## src/include/serial_unit_defines.vh

```
// serial unit constants: control bit positions, reset value, clock divisors
// assumes inclusion by bare name from the design file
`ifndef SERIAL_UNIT_DEFINES_VH
`define SERIAL_UNIT_DEFINES_VH
`define CTRL_TX_IRQ_EN 7
`define CTRL_RX_IRQ_EN 6
`define CTRL_TX_ON 5
`define CTRL_RX_ON 4
`define CTRL_ADDR_WAIT_EN 3
`define CTRL_TX_DONE_IRQ_EN 2
`define CTRL_CLK_SRC_SEL_HI 1
`define CTRL_CLK_SRC_SEL_LO 0
`define CTRL_RESET 8'h00
`define BAUD_DIV 13
`define SYNC_HALF 4
`define FIFO_DEPTH 4
`define FIFO_AW 2
`endif

```

## src/hdl/serial_unit.v

```verilog
// serial unit: control register, tx fifo, async/clocked-sync tx and rx, clock pin control
// assumes mode bits come from logic on clk_i; rxd_i and sck_i come from pins
`timescale 1ns/1ps
`include "serial_unit_defines.vh"

module tx_fifo #(
  parameter WIDTH = 9,
  parameter DEPTH = `FIFO_DEPTH,
  parameter AW = `FIFO_AW
) (
  input wire clk_i, // system clock
  input wire arst_n_i, // async reset, active low
  input wire [WIDTH-1:0] in_data_i, // write data
  input wire in_valid_i, // write request
  output wire in_ready_o, // space available
  output wire [WIDTH-1:0] out_data_o, // head word
  output wire out_valid_o, // head valid
  input wire out_ready_i // pop head
);
  reg [WIDTH-1:0] mem [0:DEPTH-1];
  reg [AW-1:0] wp_r;
  reg [AW-1:0] rp_r;
  reg [AW:0] cnt_r;
  wire push = in_valid_i & in_ready_o;
  wire pop = out_valid_o & out_ready_i;
  assign in_ready_o = (cnt_r != DEPTH);
  assign out_valid_o = (cnt_r != 0);
  assign out_data_o = mem[rp_r];
  // storage
  always @(posedge clk_i) begin
    if (push) begin
      mem[wp_r] <= in_data_i;
    end
  end
  // pointers and fill count
  always @(posedge clk_i or negedge arst_n_i) begin
    if (!arst_n_i) begin
      wp_r <= {AW{1'b0}};
      rp_r <= {AW{1'b0}};
      cnt_r <= {(AW+1){1'b0}};
    end else begin
      if (push) wp_r <= wp_r + 1'b1;
      if (pop) rp_r <= rp_r + 1'b1;
      if (push & ~pop) cnt_r <= cnt_r + 1'b1;
      else if (pop & ~push) cnt_r <= cnt_r - 1'b1;
    end
  end
endmodule

module serial_unit #(
  parameter BAUD_DIV = `BAUD_DIV,
  parameter SYNC_HALF = `SYNC_HALF
) (
  input wire clk_i, // system clock
  input wire arst_n_i, // async reset, active low
  input wire ctrl_wr_i, // control write strobe
  input wire [7:0] ctrl_wdata_i, // control write data
  output wire [7:0] ctrl_rdata_o, // control read data
  input wire mode_sync_i, // 0 async, 1 clocked sync
  input wire multiproc_mode_i, // multiprocessor framing
  input wire [8:0] tx_data_i, // {mp bit, byte}
  input wire tx_valid_i, // tx word offered
  output wire tx_ready_o, // tx fifo has room
  output reg [7:0] rx_data_o, // received byte
  output reg rx_mpb_o, // received mp bit
  output reg rx_data_full_o, // received byte waiting
  output reg framing_error_o, // stop bit was 0
  output reg overrun_flag_o, // byte lost while full
  input wire rx_clr_i, // clears rx flags
  output reg tx_empty_irq_o, // transmit-empty request
  output reg rx_full_irq_o, // receive-full request
  output reg rx_fault_irq_o, // receive-error request
  output reg tx_done_irq_o, // transmit-complete request
  output wire txd_o, // serial data out
  input wire rxd_i, // serial data in
  input wire sck_i, // clock pin input
  output reg sck_o, // clock pin output
  output reg sck_oe_o // clock pin drive enable
);
  reg [7:0] ctrl_r;
  reg rxd_m_r, rxd_s_r, rxd_d_r, sck_m_r, sck_s_r, sck_d_r;
  reg [7:0] div_r;
  reg [3:0] ph16_r;
  reg tx_busy_r, rx_busy_r, sy_busy_r, sck_int_r;
  reg [3:0] tc16_r, rc16_r, tidx_r, ridx_r;
  reg [10:0] tsh_r, rsh_r;
  reg [7:0] hc_r;
  reg [3:0] sidx_r;
  wire [8:0] f_data;
  wire f_valid, f_pop;
  wire tx_on = ctrl_r[`CTRL_TX_ON];
  wire rx_on = ctrl_r[`CTRL_RX_ON];
  wire sel_hi = ctrl_r[`CTRL_CLK_SRC_SEL_HI];
  wire mp_eff = multiproc_mode_i & ~mode_sync_i;
  // address wait counts only in async multiprocessor mode
  wire wait_eff = ctrl_r[`CTRL_ADDR_WAIT_EN] & mp_eff;
  wire busy = tx_busy_r | rx_busy_r | sy_busy_r;
  wire sck_rise = sck_s_r & ~sck_d_r;
  wire sck_fall = ~sck_s_r & sck_d_r;
  wire div_done = (div_r == BAUD_DIV - 1);
  // async timing: internal divider or external 16x clock
  wire tick16 = sel_hi ? sck_rise : div_done;
  wire hc_done = (hc_r == SYNC_HALF - 1);
  // sync events: own clock or remote clock
  wire s_rise = sy_busy_r & (sel_hi ? sck_rise : (hc_done & ~sck_int_r));
  wire s_fall = sy_busy_r & (sel_hi ? sck_fall : (hc_done & sck_int_r));
  wire [3:0] tx_last = mp_eff ? 4'hA : 4'h9;
  wire [10:0] fin = {rxd_s_r, rsh_r[10:1]};
  wire rx_done_a = rx_busy_r & tick16 & (rc16_r == 4'h7) & (ridx_r == tx_last);
  wire rx_done_s = s_rise & (sidx_r == 4'h7);
  wire mpb_in = mp_eff & fin[9];
  wire [7:0] byte_in = mode_sync_i ? {rxd_s_r, rsh_r[10:4]} : (mp_eff ? fin[8:1] : fin[9:2]);
  wire stop_in = mode_sync_i | fin[10];
  wire rx_done = rx_done_a | (rx_done_s & rx_on);
  // drop frames with mp bit 0 while waiting
  wire rx_skip = wait_eff & ~mpb_in;
  wire aw_clr = rx_done_a & wait_eff & mpb_in;
  wire sy_start = mode_sync_i & ~sy_busy_r & ((tx_on & f_valid) | (rx_on & ~tx_on & ~rx_data_full_o));
  wire tx_end = ~tx_on | (~tx_busy_r & ~sy_busy_r & ~f_valid);

  tx_fifo #(.WIDTH(9), .DEPTH(`FIFO_DEPTH), .AW(`FIFO_AW)) u_fifo (
    .clk_i(clk_i),
    .arst_n_i(arst_n_i),
    .in_data_i(tx_data_i),
    .in_valid_i(tx_valid_i),
    .in_ready_o(tx_ready_o),
    .out_data_o(f_data),
    .out_valid_o(f_valid),
    .out_ready_i(f_pop)
  );

  // pop head when an async frame or sync transfer starts
  assign f_pop = tx_on & f_valid & ((~mode_sync_i & ~tx_busy_r) | sy_start);
  assign ctrl_rdata_o = ctrl_r;
  assign txd_o = tsh_r[0];

  // control register; idle-only writes, hardware clears address wait
  always @(posedge clk_i or negedge arst_n_i) begin
    if (!arst_n_i) begin
      ctrl_r <= `CTRL_RESET;
    end else if (ctrl_wr_i && !busy) begin
      ctrl_r <= ctrl_wdata_i;
    end else if (aw_clr) begin
      ctrl_r[`CTRL_ADDR_WAIT_EN] <= 1'b0;
    end
  end

  // pin synchronisers and edge history
  always @(posedge clk_i or negedge arst_n_i) begin
    if (!arst_n_i) begin
      rxd_m_r <= 1'b1;
      rxd_s_r <= 1'b1;
      rxd_d_r <= 1'b1;
      sck_m_r <= 1'b1; // idle level, no false edge after reset
      sck_s_r <= 1'b1;
      sck_d_r <= 1'b1;
    end else begin
      rxd_m_r <= rxd_i;
      rxd_s_r <= rxd_m_r;
      rxd_d_r <= rxd_s_r;
      sck_m_r <= sck_i;
      sck_s_r <= sck_m_r;
      sck_d_r <= sck_s_r;
    end
  end

  // baud divider and 16x phase for bit-rate clock out
  always @(posedge clk_i or negedge arst_n_i) begin
    if (!arst_n_i) begin
      div_r <= 8'h00;
      ph16_r <= 4'h0;
    end else begin
      div_r <= div_done ? 8'h00 : div_r + 8'h01;
      if (tick16) ph16_r <= ph16_r + 4'h1;
    end
  end

  // clock pin direction and level
  always @(posedge clk_i or negedge arst_n_i) begin
    if (!arst_n_i) begin
      sck_o <= 1'b1;
      sck_oe_o <= 1'b0;
    end else if (mode_sync_i) begin
      sck_o <= sck_int_r;
      sck_oe_o <= ~sel_hi;
    end else begin
      sck_o <= ~sel_hi & ctrl_r[`CTRL_CLK_SRC_SEL_LO] ? ph16_r[3] : 1'b1;
      sck_oe_o <= ~sel_hi & ctrl_r[`CTRL_CLK_SRC_SEL_LO];
    end
  end

  // transmitter: async frames and sync shift-out
  always @(posedge clk_i or negedge arst_n_i) begin
    if (!arst_n_i) begin
      tx_busy_r <= 1'b0;
      tc16_r <= 4'h0;
      tidx_r <= 4'h0;
      tsh_r <= 11'h7FF;
    end else if (!tx_on) begin
      tx_busy_r <= 1'b0;
      tsh_r <= 11'h7FF;
    end else if (mode_sync_i) begin
      tx_busy_r <= 1'b0;
      if (sy_start) tsh_r <= f_valid ? {3'b111, f_data[7:0]} : 11'h7FF;
      else if (s_fall && sidx_r != 4'h0) tsh_r <= {1'b1, tsh_r[10:1]};
    end else if (!tx_busy_r) begin
      if (f_valid) begin
        tx_busy_r <= 1'b1;
        tc16_r <= 4'h0;
        tidx_r <= 4'h0;
        // mp bit takes the parity slot in multiproc framing
        tsh_r <= mp_eff ? {1'b1, f_data[8], f_data[7:0], 1'b0} : {2'b11, f_data[7:0], 1'b0};
      end
    end else if (tick16) begin
      tc16_r <= tc16_r + 4'h1;
      if (tc16_r == 4'hF) begin
        tsh_r <= {1'b1, tsh_r[10:1]};
        tidx_r <= tidx_r + 4'h1;
        if (tidx_r == tx_last) tx_busy_r <= 1'b0;
      end
    end
  end

  // sync transfer engine and internal transfer clock
  always @(posedge clk_i or negedge arst_n_i) begin
    if (!arst_n_i) begin
      sy_busy_r <= 1'b0;
      sck_int_r <= 1'b1;
      hc_r <= 8'h00;
      sidx_r <= 4'h0;
    end else if (!mode_sync_i || !(tx_on | rx_on)) begin
      sy_busy_r <= 1'b0;
      sck_int_r <= 1'b1;
      hc_r <= 8'h00;
      sidx_r <= 4'h0;
    end else if (sy_start) begin
      sy_busy_r <= 1'b1;
      hc_r <= 8'h00;
      sidx_r <= 4'h0;
    end else if (sy_busy_r) begin
      hc_r <= hc_done ? 8'h00 : hc_r + 8'h01;
      if (!sel_hi && hc_done) sck_int_r <= ~sck_int_r;
      if (s_rise) begin
        sidx_r <= sidx_r + 4'h1;
        if (sidx_r == 4'h7) sy_busy_r <= 1'b0;
      end
    end
  end

  // async receiver sampling at bit centres
  always @(posedge clk_i or negedge arst_n_i) begin
    if (!arst_n_i) begin
      rx_busy_r <= 1'b0;
      rc16_r <= 4'h0;
      ridx_r <= 4'h0;
      rsh_r <= 11'h000;
    end else if (!rx_on) begin
      rx_busy_r <= 1'b0;
    end else if (mode_sync_i) begin
      rx_busy_r <= 1'b0;
      if (s_rise) rsh_r <= {rxd_s_r, rsh_r[10:1]};
    end else if (!rx_busy_r) begin
      if (rxd_d_r && !rxd_s_r) begin // falling edge only, a held-low line after a bad stop is no start
        rx_busy_r <= 1'b1;
        rc16_r <= 4'h0;
        ridx_r <= 4'h0;
      end
    end else if (tick16) begin
      rc16_r <= rc16_r + 4'h1;
      if (rc16_r == 4'h7) begin
        rsh_r <= {rxd_s_r, rsh_r[10:1]};
        ridx_r <= ridx_r + 4'h1;
        if (ridx_r == 4'h0 && rxd_s_r) rx_busy_r <= 1'b0; // false start
        if (ridx_r == tx_last) rx_busy_r <= 1'b0;
      end
    end
  end

  // receive data and flags; a new event wins over a clear
  always @(posedge clk_i or negedge arst_n_i) begin
    if (!arst_n_i) begin
      rx_data_o <= 8'h00;
      rx_mpb_o <= 1'b0;
      rx_data_full_o <= 1'b0;
      framing_error_o <= 1'b0;
      overrun_flag_o <= 1'b0;
    end else begin
      if (rx_clr_i) begin
        rx_data_full_o <= 1'b0;
        framing_error_o <= 1'b0;
        overrun_flag_o <= 1'b0;
      end
      if (rx_done && !rx_skip) begin
        if (rx_data_full_o && !rx_clr_i) begin
          overrun_flag_o <= 1'b1;
        end else begin
          rx_data_o <= byte_in;
          rx_mpb_o <= mpb_in;
          rx_data_full_o <= 1'b1;
        end
        if (!stop_in) framing_error_o <= 1'b1;
      end
    end
  end

  // interrupt requests gated by enables
  always @(posedge clk_i or negedge arst_n_i) begin
    if (!arst_n_i) begin
      tx_empty_irq_o <= 1'b0;
      rx_full_irq_o <= 1'b0;
      rx_fault_irq_o <= 1'b0;
      tx_done_irq_o <= 1'b0;
    end else begin
      tx_empty_irq_o <= ctrl_r[`CTRL_TX_IRQ_EN] & tx_on & tx_ready_o;
      rx_full_irq_o <= ctrl_r[`CTRL_RX_IRQ_EN] & rx_data_full_o;
      rx_fault_irq_o <= ctrl_r[`CTRL_RX_IRQ_EN] & (framing_error_o | overrun_flag_o);
      tx_done_irq_o <= ctrl_r[`CTRL_TX_DONE_IRQ_EN] & tx_end;
    end
  end
endmodule

```

## config.mk

```make
export PLATFORM = sky130hd
export DESIGN_NAME = serial_unit
export DESIGN_NICKNAME = d
export VERILOG_FILES = /design/src/hdl/serial_unit.v
export VERILOG_INCLUDE_DIRS = /design/src /design/src/include
export SDC_FILE = /design/constraint.sdc
export NUM_CORES = 1
export LEC_CHECK = 0
export BUFFER_PORTS_ARGS = -buffer_cell sky130_fd_sc_hd__clkbuf_2
export CAP_MARGIN = 5
export CORE_AREA = 5 5 111 113
export CTS_CLUSTER_DIAMETER = 100
export CTS_CLUSTER_SIZE = 16
export DETAILED_ROUTE_END_ITERATION = 12
export DIE_AREA = 0 0 116 118
export PLACE_DENSITY = 0.87
export REMOVE_ABC_BUFFERS = 1
export SETUP_SLACK_MARGIN = 0.5
export SLEW_MARGIN = 20
export SYNTH_ARGS = -nofsm -noshare
export SYNTH_HDL_FRONTEND = slang
export SYNTH_SLANG_ARGS = --single-unit
```

## constraint.sdc

```tcl
create_clock -name clk_i -period 2.88 [get_ports clk_i]
set_clock_uncertainty 0.2 [all_clocks]
set_input_delay 0.144 -clock clk_i [delete_from_list [all_inputs] [get_ports clk_i]]
set_output_delay 0.144 -clock clk_i [all_outputs]
set_load 0.03 [all_outputs]
```

==> results of run 1 <==
-- cell usage after synthesis (all sizes together), types with 4 or more instances --
library cell   n  area [µm²]
nor2b         10       62.56
mux2i         19       190.2
mux4           9       202.7
o22ai         10       62.56
ha            16       200.2
a21oi         18       90.09
and2           4       25.03
dfrtp         84        2102
nand4          6       52.55
dfstp         18       473.0
buf            5       25.03
inv           19       71.32
o21ai         31       155.2
nand3b         4       30.03
nor3           8       51.30
nand2         43       161.4
nand2b         5       31.28
clkbuf        15       56.30
nor3b          4       30.03
mux2          39       446.7
a22o          12       105.1
edfxtp        36        1081
and3          11       68.82
nand3         17       85.08
xnor2         15       131.4
nor2          27       101.4
-- cell type report --
| class | instances | area [µm²] | area share, % |
|---|---|---|---|
| Inverter | 19 | 71.32 | 0.8696 |
| Clock inverter | 15 | 197.7 | 2.410 |
| Timing Repair Buffer | 110 | 782.0 | 9.535 |
| Clock buffer | 17 | 425.4 | 5.187 |
| Tap cell | 143 | 178.9 | 2.182 |
| Multi-Input combinational cell | 356 | 2887 | 35.19 |
| Sequential cell | 138 | 3660 | 44.62 |
-- registers in the layout (all words and copies together) (netlist names), 8 cells and up --
| register | cells |
|---|---|
| u_fifo.mem | 36 |
| tsh_r | 10 |
| rsh_r | 9 |
| ctrl_rdata_o | 8 |
| div_r | 8 |
| hc_r | 8 |
| rx_data_o | 8 |
-- cell families (layout without fill, tap and decap cells) --
family | after synthesis | in the layout
DFF | 138 | 138
and+or+nand+nor | 156 | 156
xor gates and xnor gates | 18 | 18
AOI/OAI and AO/OA | 97 | 98
adders and majority gates | 17 | 17
muxes | 67 | 67
buffers and inverters | 39 | 161
-- stage by stage --
| stage | hold WS, ps | utilization [%] | std cells |
|---|---|---|---|
| final | 115.9 | 73.08 | 798 |
| after global routing | 115.7 | 73.08 | 798 |
| after CTS | 63.07 | 71.94 | 788 |
| after detailed placement | 40.49 | 62.93 | 723 |
| after global placement | 31.49 | 62.93 | 723 |
| after floorplan | -351.6 | - | 512 |
-- timing repair --
action,4_1_cts,5_1_grt
hold buffers,23,0
gates resized for setup,15,14
pin swaps,5,5
buffers inserted,9,10
endpoints found under the hold margin,104,0
cloned,1,0
setup endpoints to repair,31,40
-- report_power, final --
part / internal [W] / leakage [nW] / switching, W
sequential: 0.00244 / 1.63 / 0.000343
clock: 0.00145 / 0.304 / 0.000856
combinational: 0.000932 / 1.59 / 0.00118
total: 0.00482 / 3.52 / 0.00238
-- worst min-delay path, cell delays in order --
cell and delay, ps:
clkbuf_2 260, nor2_1 200, a32oi_1 120
-- layer usage --
| metal | up-vias | track usage (%) |
|---|---|---|
| li1 | 2192 | - |
| met1 | 2409 | 28.76 |
| met2 | 214 | 40.65 |
| met3 | 36 | 6.427 |
| met4 | 0 | 10.95 |
| met5 | - | 0 |
-- final timing paths --
check | from | end | slack [ps]
min in group asynchronous | arst_n_i | rx_fault_irq_o$_DFF_PN0_ | 140
hold / removal | mode_sync_i | sck_o$_DFF_PN1_ | 120
hold reg to reg | rxd_m_r$_DFF_PN1_ | rxd_s_r$_DFF_PN1_ | 170
max in group asynchronous | arst_n_i | tsh_r[3]$_DFFE_PN1P_ | 1570
setup / recovery | u_fifo.cnt_r[1]$_DFFE_PN0P_ | tsh_r[2]$_DFFE_PN1P_ | 470
setup reg to reg | u_fifo.cnt_r[1]$_DFFE_PN0P_ | tsh_r[2]$_DFFE_PN1P_ | 470
==> impl_metrics.json, run 1 <==
{
  "cp_cell_sequence": "buf_4, nor3_1, o211ai_1, o32a_4, mux2_2",
  "synth_simple_gate_area_share_pct": 13.09,
  "worst-path-max-fanout": 10,
  "status": "finished clean",
  "synthMuxAreaShare_pct": 12.79,
  "synth_top_family_by_area": "simple AND/OR/NAND/NOR gates",
  "grt_pass1_vias": 4979,
  "port_buffers": 53,
  "ant_nets": 0,
  "synth-compound-area-share_pct": 10.37,
  "syn-cell-area_um2": 6566,
  "layout.nets": 685,
  "area_growth_pct": 24.90,
  "vias": 4851,
  "wl_per_cell_um": 19.90,
  "ys.flop_type": "dfrtp_1",
  "n_antenna_cell": 0,
  "rsz0062_at_grt": "yes",
  "worstPathArrival_ps": 2570,
  "ios": 54,
  "final_area_um2": 8202,
  "hold_viol_final": 0,
  "drt_iter0_drc": 442,
  "met2_length_um": 8483,
  "route.detailed.drc": 0,
  "vias_per_cell": 6.079,
  "period_needed_ps": 2413,
  "worst-path-stages": 5,
  "num_rows": 39,
  "p_leak_nw": 3.522,
  "die_w_um": 116,
  "maxSlewViolCount": 0,
  "clkLatencyLatePin_ps": 430,
  "synth_edf_count": 36,
  "firstDrtPassIters": 5,
  "pre_cts_ws_ps": 182.8,
  "required_ps": 3030,
  "post-dp-hpwl_um": 9841,
  "crit_family": "compound AO/OA/AOI/OAI gates",
  "drive_above_1_share_pct": 32.67,
  "core_area_um2": 11220,
  "clock_path_buffers": 2,
  "topRoutingLayerUsed": "met4",
  "synth_cell_type_count": 63,
  "grt_usage_pct": 24.20,
  "synth_seq_cells": 138,
  "tightest_slew_ps": 767.5,
  "crit_buf_inv": 1,
  "synth-adder-area-share_pct": 3.354,
  "setup_viol": 0,
  "drt-met1-wl_um": 6001,
  "most-common-layout-cells": "dfrtp_1, clkbuf_2, nand2_1",
  "max_stage_delay_ps": 540,
  "grt_pass1_wl_um": 25250,
  "synthXorXnorAreaFrac_pct": 2.401,
  "fin_tns_setup_ps": 0,
  "max_cap_viol_count": 0,
  "hold_class": "in2reg",
  "wl_met3_um": 1021,
  "clk_pin_slew_ps": 60,
  "fillers": 665,
  "cts_tree": "built",
  "total_power_w": 0.007196,
  "slew_headroom_pct": 48.83,
  "synthCells": 532,
  "die_area_um2": 13690,
  "ir_drop_mv": 0.7608,
  "chipHeight_um": 118,
  "cp-start-kind": "flop",
  "grt_max_degree": 61,
  "avgSynthCellArea_um2": 12.34,
  "whs_path_depth": 3,
  "cts-root-buf": "clkbuf_16",
  "placed_cell_area_um2": 7063,
  "initial_core_util_pct": 58.51,
  "ys_seq_area_share_pct": 55.68,
  "layout_commonest_cell": "dfrtp_1",
  "clock-sinks": 138,
  "criticalPathCategory": "reg2reg",
  "numCtsBuffers": 17,
  "cp_slowest_cell": "nor3_1",
  "grt-ovfl-total": 0,
  "antenna_found_initial": 0,
  "finalCritPeriodShare_pct": 83.80,
  "totalWireLength_um": 15880,
  "power_density_nw_per_um2": 877.3,
  "yosys_warnings": 0,
  "h-tree-depth": 4,
  "gp_congestion": 0.8629,
  "async_reset_ff_share_pct": 73.91,
  "reg2reg_depth": 5,
  "timing.final.ws_setup_ps": 466.6,
  "timing.fmax_mhz": 414.4,
  "worst_setup_path_end_kind": "flop"
}
No activity file was read; power rests on OpenSTA's default activity.
==> run 2: changes to the inputs <==
--- a/config.mk
+++ b/config.mk
@@ -6,14 +6,15 @@
 export SDC_FILE = /design/constraint.sdc
 export NUM_CORES = 1
 export LEC_CHECK = 0
+export ABC_AREA = 1
 export BUFFER_PORTS_ARGS = -buffer_cell sky130_fd_sc_hd__clkbuf_2
 export CAP_MARGIN = 5
-export CORE_AREA = 5 5 111 113
+export CORE_AREA = 5 5 118 120
 export CTS_CLUSTER_DIAMETER = 100
 export CTS_CLUSTER_SIZE = 16
 export DETAILED_ROUTE_END_ITERATION = 12
-export DIE_AREA = 0 0 116 118
-export PLACE_DENSITY = 0.87
+export DIE_AREA = 0 0 123 125
+export PLACE_DENSITY = 0.83
 export REMOVE_ABC_BUFFERS = 1
 export SETUP_SLACK_MARGIN = 0.5
 export SLEW_MARGIN = 20
==> constraint.sdc (replaced) <==
create_clock -name clk_i -period 2.14 [get_ports clk_i]
set_clock_uncertainty 0.2 [all_clocks]
set_input_delay 0.107 -clock clk_i [delete_from_list [all_inputs] [get_ports clk_i]]
set_output_delay 0.107 -clock clk_i [all_outputs]
set_load 0.03 [all_outputs]
==> impl_metrics.json, run 2 <==
{
  "status": "finished, violations left",
  "violations": "hold timing",
  "gp_congestion": 0.8268,
  "holdBufCountCts": 25,
  "layout.nets": 980,
  "port_buffers": 53,
  "criticalPathCategory": "reg2reg",
  "synth_seq_cells": 138,
  "firstDrtPassIters": 5,
  "timing.fmax_mhz": 472.9,
  "hold_viol_final": 2,
  "syn-cell-area_um2": 6745,
  "maxSlewViolCount": 0,
  "multi_input_area_um2": 3269,
  "pre_cts_ws_ps": -52.14,
  "finalCritPeriodShare_pct": 98.81,
  "switching_power_w": 0.005052,
  "synthCells": 765,
  "rsz0062_at_grt": "yes",
  "worstPathArrival_ps": 2240,
  "required_ps": 2270,
  "post-dp-hpwl_um": 9720,
  "fin_util_pct": 73.26,
  "final_area_um2": 9432,
  "die_area_um2": 15380,
  "clkPwrFrac_pct": 24.1,
  "ios": 54,
  "ys.flop_type": "dfrtp_1",
  "max_cap_viol_count": 0,
  "placed_cell_area_um2": 7345,
  "totalWireLength_um": 21670,
  "largest_reg_flops": 36,
  "tightest_slew_ps": 566.1,
  "worst-path-max-fanout": 5,
  "pwr-share-comb_pct": 42.8,
  "p_leak_nw": 4.344,
  "clk_pin_slew_ps": 70,
  "numCtsBuffers": 17,
  "hold_class": "in2reg",
  "layout_commonest_cell": "nand2_1",
  "initial_core_util_pct": 52.39,
  "fillers": 723,
  "ant_nets": 0,
  "clkLatencyLatePin_ps": 440,
  "p_sw_share_pct": 41.79,
  "ir_drop_mv": 0.6455,
  "synth.most_common_cell": "nand2_1",
  "power_density_nw_per_um2": 1282,
  "grt_usage_pct": 23.85,
  "yosys_warnings": 0,
  "synth_edf_count": 36,
  "top_regs": "u_fifo.mem (36), tsh_r (10), rsh_r (9)",
  "cp-start-kind": "flop",
  "synth_top_area_share_pct": 31.16,
  "cts-root-buf": "clkbuf_16",
  "hold_ws_ps": -50.36,
  "worst_setup_path_end_kind": "flop",
  "async_reset_ff_share_pct": 73.91,
  "cts_tree": "built",
  "setup_viol": 0,
  "internal_power_w": 0.007037,
  "n_antenna_cell": 0,
  "ys_top_cells_by_count": "nand2_1, dfrtp_1, nor2_1",
  "period_needed_ps": 2114,
  "clock-sinks": 138,
  "regMostFlops": "u_fifo.mem",
  "clock_path_buffers": 2,
  "vias_per_cell": 5.843,
  "grt_pass1_vias": 6026,
  "h-tree-depth": 4,
  "antenna_found_initial": 0,
  "chipHeight_um": 125,
  "most-common-layout-cells": "nand2_1, dfrtp_1, inv_1",
  "seqCellArea_um2": 3659,
  "avgSynthCellArea_um2": 8.817,
  "slew_headroom_pct": 62.17,
  "pwr-share-seq_pct": 33.1,
  "vias": 6579,
  "grt_max_degree": 103,
  "die_w_um": 123,
  "drive_above_1_share_pct": 35.26,
  "core_area_um2": 12870,
  "synth_largest_area_cell": "dfrtp_1",
  "timing.final.ws_setup_ps": 25.56,
  "grt_pass1_wl_um": 28830,
  "wl_per_cell_um": 19.25,
  "synth.area.top_cells": "dfrtp_1, edfxtp_1, nand2_1, dfstp_2, o21ai_0",
  "ys_seq_area_share_pct": 54.20,
  "route.detailed.drc": 0,
  "grt-ovfl-total": 0,
  "num_rows": 42,
  "synth_cell_type_count": 48,
  "area_growth_pct": 39.83,
  "drt_iter0_drc": 817
}
==> run 2: changes by cell type after synthesis, moves of 10 or more <==
cell     change
mux2_2      -36
o21ai_0     +35
nor2b_1     -10
nand3_1     +28
inv_1       +47
nand2_1    +174
mux2i_1     -19
a22o_1      -12
nand4_1     +11
nor2_1      +41
==> run 2: critical path: stages, from the launching register on <==
cell     delay [ps]
dfrtp_1         390
inv_1            70
ha_2            170
inv_2            40
nor2_4          120
nand3_4         110
a21oi_4         250
nand4_4         250
nand2_4         190
nand2_1          70
o21ai_1         150
==> run 2: through the flow <==
stage               setup TNS, ps  power [W]  cells
detailed placement         -52.14   0.007213   1002
CTS                             0    0.01082   1095
global route               -100.2    0.01260   1126
floorplan                  -251.8   0.006087    744
global placement                0   0.007105   1002
finish                          0    0.01209   1126
==> run 2: kinds of logic after synthesis <==
logic type               after synthesis  share of synthesized area [%]
multiplexers                           1                         0.1669
adder cells (fa/ha/maj)               17                          3.265
AO/OA/AOI/OAI                        118                          9.794
AND/OR/NAND/NOR                      378                          24.34
buffers and inverters                 95                          5.898
XOR/XNOR                              18                          2.337
flip-flops                           138                          54.20
==> run 2: power groups by stage <==
stage	clock, W	sequential [W]	combinational, W
2_1_floorplan	0	0.00411	0.00197
3_3_place_gp	0	0.00389	0.00322
3_5_place_dp	0	0.00391	0.00331
4_1_cts	0.00286	0.00388	0.00408
5_1_grt	0.00304	0.00404	0.00552
6_report	0.00291	0.00401	0.00517
==> run 2: final timing paths <==
check                                    from                           to  slack [ps]  depth (start not counted)
max in group asynchronous            arst_n_i  ctrl_rdata_o[5]$_DFFE_PN0P_        1230                          3
setup reg to reg           div_r[0]$_DFF_PN0_        rsh_r[10]$_DFFE_PN0P_          30                         10
setup / recovery           div_r[0]$_DFF_PN0_        rsh_r[10]$_DFFE_PN0P_          30                         10
hold / removal                     tx_valid_i   u_fifo.wp_r[1]$_DFFE_PN0P_         -50                          5
min in group asynchronous            arst_n_i        rc16_r[2]$_DFFE_PN0P_          50                          3
hold reg to reg             rxd_m_r$_DFF_PN1_            rxd_s_r$_DFF_PN1_         160                          0
==> run 2: layout make-up <==
type	count	share of cell area [%]
inverter	74	3.131
tap	176	2.335
multi-input combinational	535	34.66
sequential	138	38.79
clock inverter	15	1.552
timing repair buffer	169	14.86
timing repair inverter	2	0.1592
clock buffer	17	4.510
==> run 2: routing by layer <==
layer | vias to the layer above | GRT usage (%) | part of all wire, %
li1 | 2876 | - | -
met1 | 3135 | 27.64 | 36
met2 | 435 | 40.05 | 50
met3 | 133 | 6.188 | 7.7
met4 | 0 | 12.96 | 6.0
met5 | - | 0 | 0
==> run 2: what timing repair did <==
item / 4_1_cts / 5_1_grt
cloned: 4 / 8
gates resized for setup: 108 / 120
pin swaps: 35 / 27
endpoints found under the hold margin: 156 / 2
setup endpoints to repair: 75 / 118
setup buffers: 32 / 23
==> run 3: changes to the inputs <==
--- a/config.mk
+++ b/config.mk
@@ -9,14 +9,14 @@
 export ABC_AREA = 1
 export BUFFER_PORTS_ARGS = -buffer_cell sky130_fd_sc_hd__clkbuf_2
 export CAP_MARGIN = 5
-export CORE_AREA = 5 5 118 120
+export CORE_AREA = 5 5 113 115
 export CTS_CLUSTER_DIAMETER = 100
 export CTS_CLUSTER_SIZE = 16
 export DETAILED_ROUTE_END_ITERATION = 12
-export DIE_AREA = 0 0 123 125
-export PLACE_DENSITY = 0.83
+export DIE_AREA = 0 0 118 120
+export MAX_ROUTING_LAYER = met4
+export PLACE_DENSITY = 0.86
 export REMOVE_ABC_BUFFERS = 1
-export SETUP_SLACK_MARGIN = 0.5
 export SLEW_MARGIN = 20
 export SYNTH_ARGS = -nofsm -noshare
 export SYNTH_HDL_FRONTEND = slang
==> constraint.sdc (replaced) <==
create_clock -name clk_i -period 2.55 [get_ports clk_i]
set_clock_uncertainty 0.2 [all_clocks]
set_input_delay 0.1275 -clock clk_i [delete_from_list [all_inputs] [get_ports clk_i]]
set_output_delay 0.1275 -clock clk_i [all_outputs]
set_load 0.03 [all_outputs]
==> impl_metrics.json, run 3 (synthesis results as in run 2) <==
{
  "largest_reg_flops": 36,
  "dp.cells": 961,
  "reg2reg_to": "u_fifo.cnt_r[2]$_DFFE_PN0P_",
  "die_area_um2": 14160,
  "hold_end": "ctrl_rdata_o[6]$_DFFE_PN0P_",
  "layout_commonest_cell": "nand2_1",
  "pwr-share-seq_pct": 38.9,
  "chipHeight_um": 120,
  "timing.final.ws_setup_ps": 140.8,
  "whs_path_depth": 4,
  "fin_util_pct": 68.57,
  "die_w_um": 118,
  "hold_class": "in2reg",
  "most-common-layout-cells": "nand2_1, dfrtp_1, nor2_1",
  "initial_core_util_pct": 57.60,
  "hold_viol_final": 0,
  "cts-root-buf": "clkbuf_16",
  "timing.fmax_mhz": 415.1,
  "slew_headroom_pct": 60.57,
  "antenna_found_initial": 0,
  "finalCritPeriodShare_pct": 94.48,
  "ir_drop_mv": 0.6396,
  "worst_setup_path_end_kind": "flop",
  "crit_buf_inv": 3,
  "post-dp-hpwl_um": 9895,
  "grt-ovfl-total": 0,
  "firstDrtPassIters": 5,
  "wl_per_cell_um": 14.57,
  "worstHoldStart": "ctrl_wr_i",
  "area_growth_pct": 19.05,
  "clk_pin_slew_ps": 60,
  "reg2reg_depth": 10,
  "worstPathArrival_ps": 2500,
  "top_regs": "u_fifo.mem (36), tsh_r (10), rsh_r (9)",
  "totalWireLength_um": 14820,
  "max_cap_viol_count": 0,
  "clkLatencyLatePin_ps": 430,
  "grt_usage_pct": 22.73,
  "h-tree-depth": 4,
  "period_needed_ps": 2409,
  "pre_cts_ws_ps": 246.5,
  "p_sw_share_pct": 38.86,
  "reg2reg_slack_ps": 160,
  "cp-start-kind": "input port",
  "vias_per_cell": 5.333,
  "grt_pass1_vias": 5356,
  "clock_path_buffers": 2,
  "drive_above_1_share_pct": 17.70,
  "fin_tns_setup_ps": 0,
  "ios": 54,
  "fillers": 867,
  "cp_slowest_cell": "dlygate4sd3_1",
  "num_rows": 40,
  "cpMostUsedCell": "o21ai_0",
  "power_density_nw_per_um2": 1050,
  "fin_cells": 1017,
  "r2r_start": "sy_busy_r$_DFF_PN0_",
  "n_antenna_cell": 0,
  "tightest_slew_ps": 591.4,
  "layout.nets": 900,
  "grt_pass1_wl_um": 25250,
  "criticalPathCategory": "in2reg",
  "clkPwrFrac_pct": 28.4,
  "cts_tree": "built",
  "gp_congestion": 0.8542,
  "status": "finished clean",
  "regMostFlops": "u_fifo.mem",
  "core_area_um2": 11710,
  "max_stage_delay_ps": 550,
  "switching_power_w": 0.003276,
  "crit_family": "buffers and inverters",
  "cp_cell_sequence": "dlygate4sd3_1, clkbuf_2, nand2_1, o21ai_0, nand3_1, ha_1, inv_1, fa_1, a21oi_1, o21ai_0, xor2_1",
  "clock-sinks": 138,
  "numCtsBuffers": 17,
  "pwr-share-comb_pct": 32.6,
  "worst-path-max-fanout": 11,
  "worst-path-stages": 11,
  "rsz0062_at_grt": "no",
  "p_leak_nw": 3.771,
  "internal_power_w": 0.005154,
  "maxSlewViolCount": 0,
  "grt_max_degree": 49,
  "vias": 5424,
  "setup_viol": 0,
  "route.detailed.drc": 0,
  "required_ps": 2640,
  "total_power_w": 0.008430,
  "drt_iter0_drc": 485,
  "port_buffers": 53,
  "ant_nets": 0
}
run 3: worst max path at each step:
stage                                startpoint                          end  slack (ps)
detailed placement  u_fifo.cnt_r[0]$_DFFE_PN0P_  u_fifo.cnt_r[2]$_DFFE_PN0P_         250
floorplan           u_fifo.cnt_r[0]$_DFFE_PN0P_  u_fifo.cnt_r[1]$_DFFE_PN0P_         270
global route                 div_r[0]$_DFF_PN0_         tsh_r[7]$_DFFE_PN1P_          20
global placement             div_r[0]$_DFF_PN0_         tsh_r[6]$_DFFE_PN1P_         320
finish                              mode_sync_i  u_fifo.cnt_r[2]$_DFFE_PN0P_         140
CTS                         sy_busy_r$_DFF_PN0_  u_fifo.cnt_r[2]$_DFFE_PN0P_         170
run 3: cell type report:
class	instances	area, µm²	share of cell area (%)
flip-flops and latches	138	3656	45.53
multi-input cells	532	2696	33.58
repair buffers	94	635.6	7.915
clock buffers	17	425.4	5.298
inverters	74	279.0	3.475
well taps	147	183.9	2.290
clock inverters	15	153.9	1.916
run 3: tightest hold or removal path: stages:
cell and delay [ps]:
clkbuf_2 120, nand4_1 270, nand2_1 80, nand2_1 50
run 3: what timing repair did:
item                       in CTS  in global routing
gates resized for setup         0                  2
hold buffers                   24                  0
setup buffers                   0                  0
hold endpoints to repair      105                  0
setup endpoints to repair       0                  6
run 3: power groups by stage:
stage                     logic (W)  clock network [W]  registers (W)
after floorplan             0.00165                  0        0.00345
after global placement      0.00259                  0        0.00329
after detailed placement    0.00269                  0        0.00330
after CTS                   0.00275            0.00243        0.00327
after global routing        0.00310            0.00253        0.00335
final                       0.00275            0.00240        0.00328
run 3: through the flow:
stage / hold WS [ps] / area, µm²
after floorplan: -368.1 / 6626
after global placement: -24.44 / 7206
after detailed placement: -23.57 / 7206
after CTS: 16.69 / 8025
after global routing: 80.18 / 8030
final: 53.90 / 8030
run 3: metal layers:
layer,routed length (µm),track usage (%),part of all wire [%]
met3,934,5.891,6.3
met1,6347,27.64,43
met2,7311,36.88,49
met5,0,-,0
met4,227,8.387,1.5
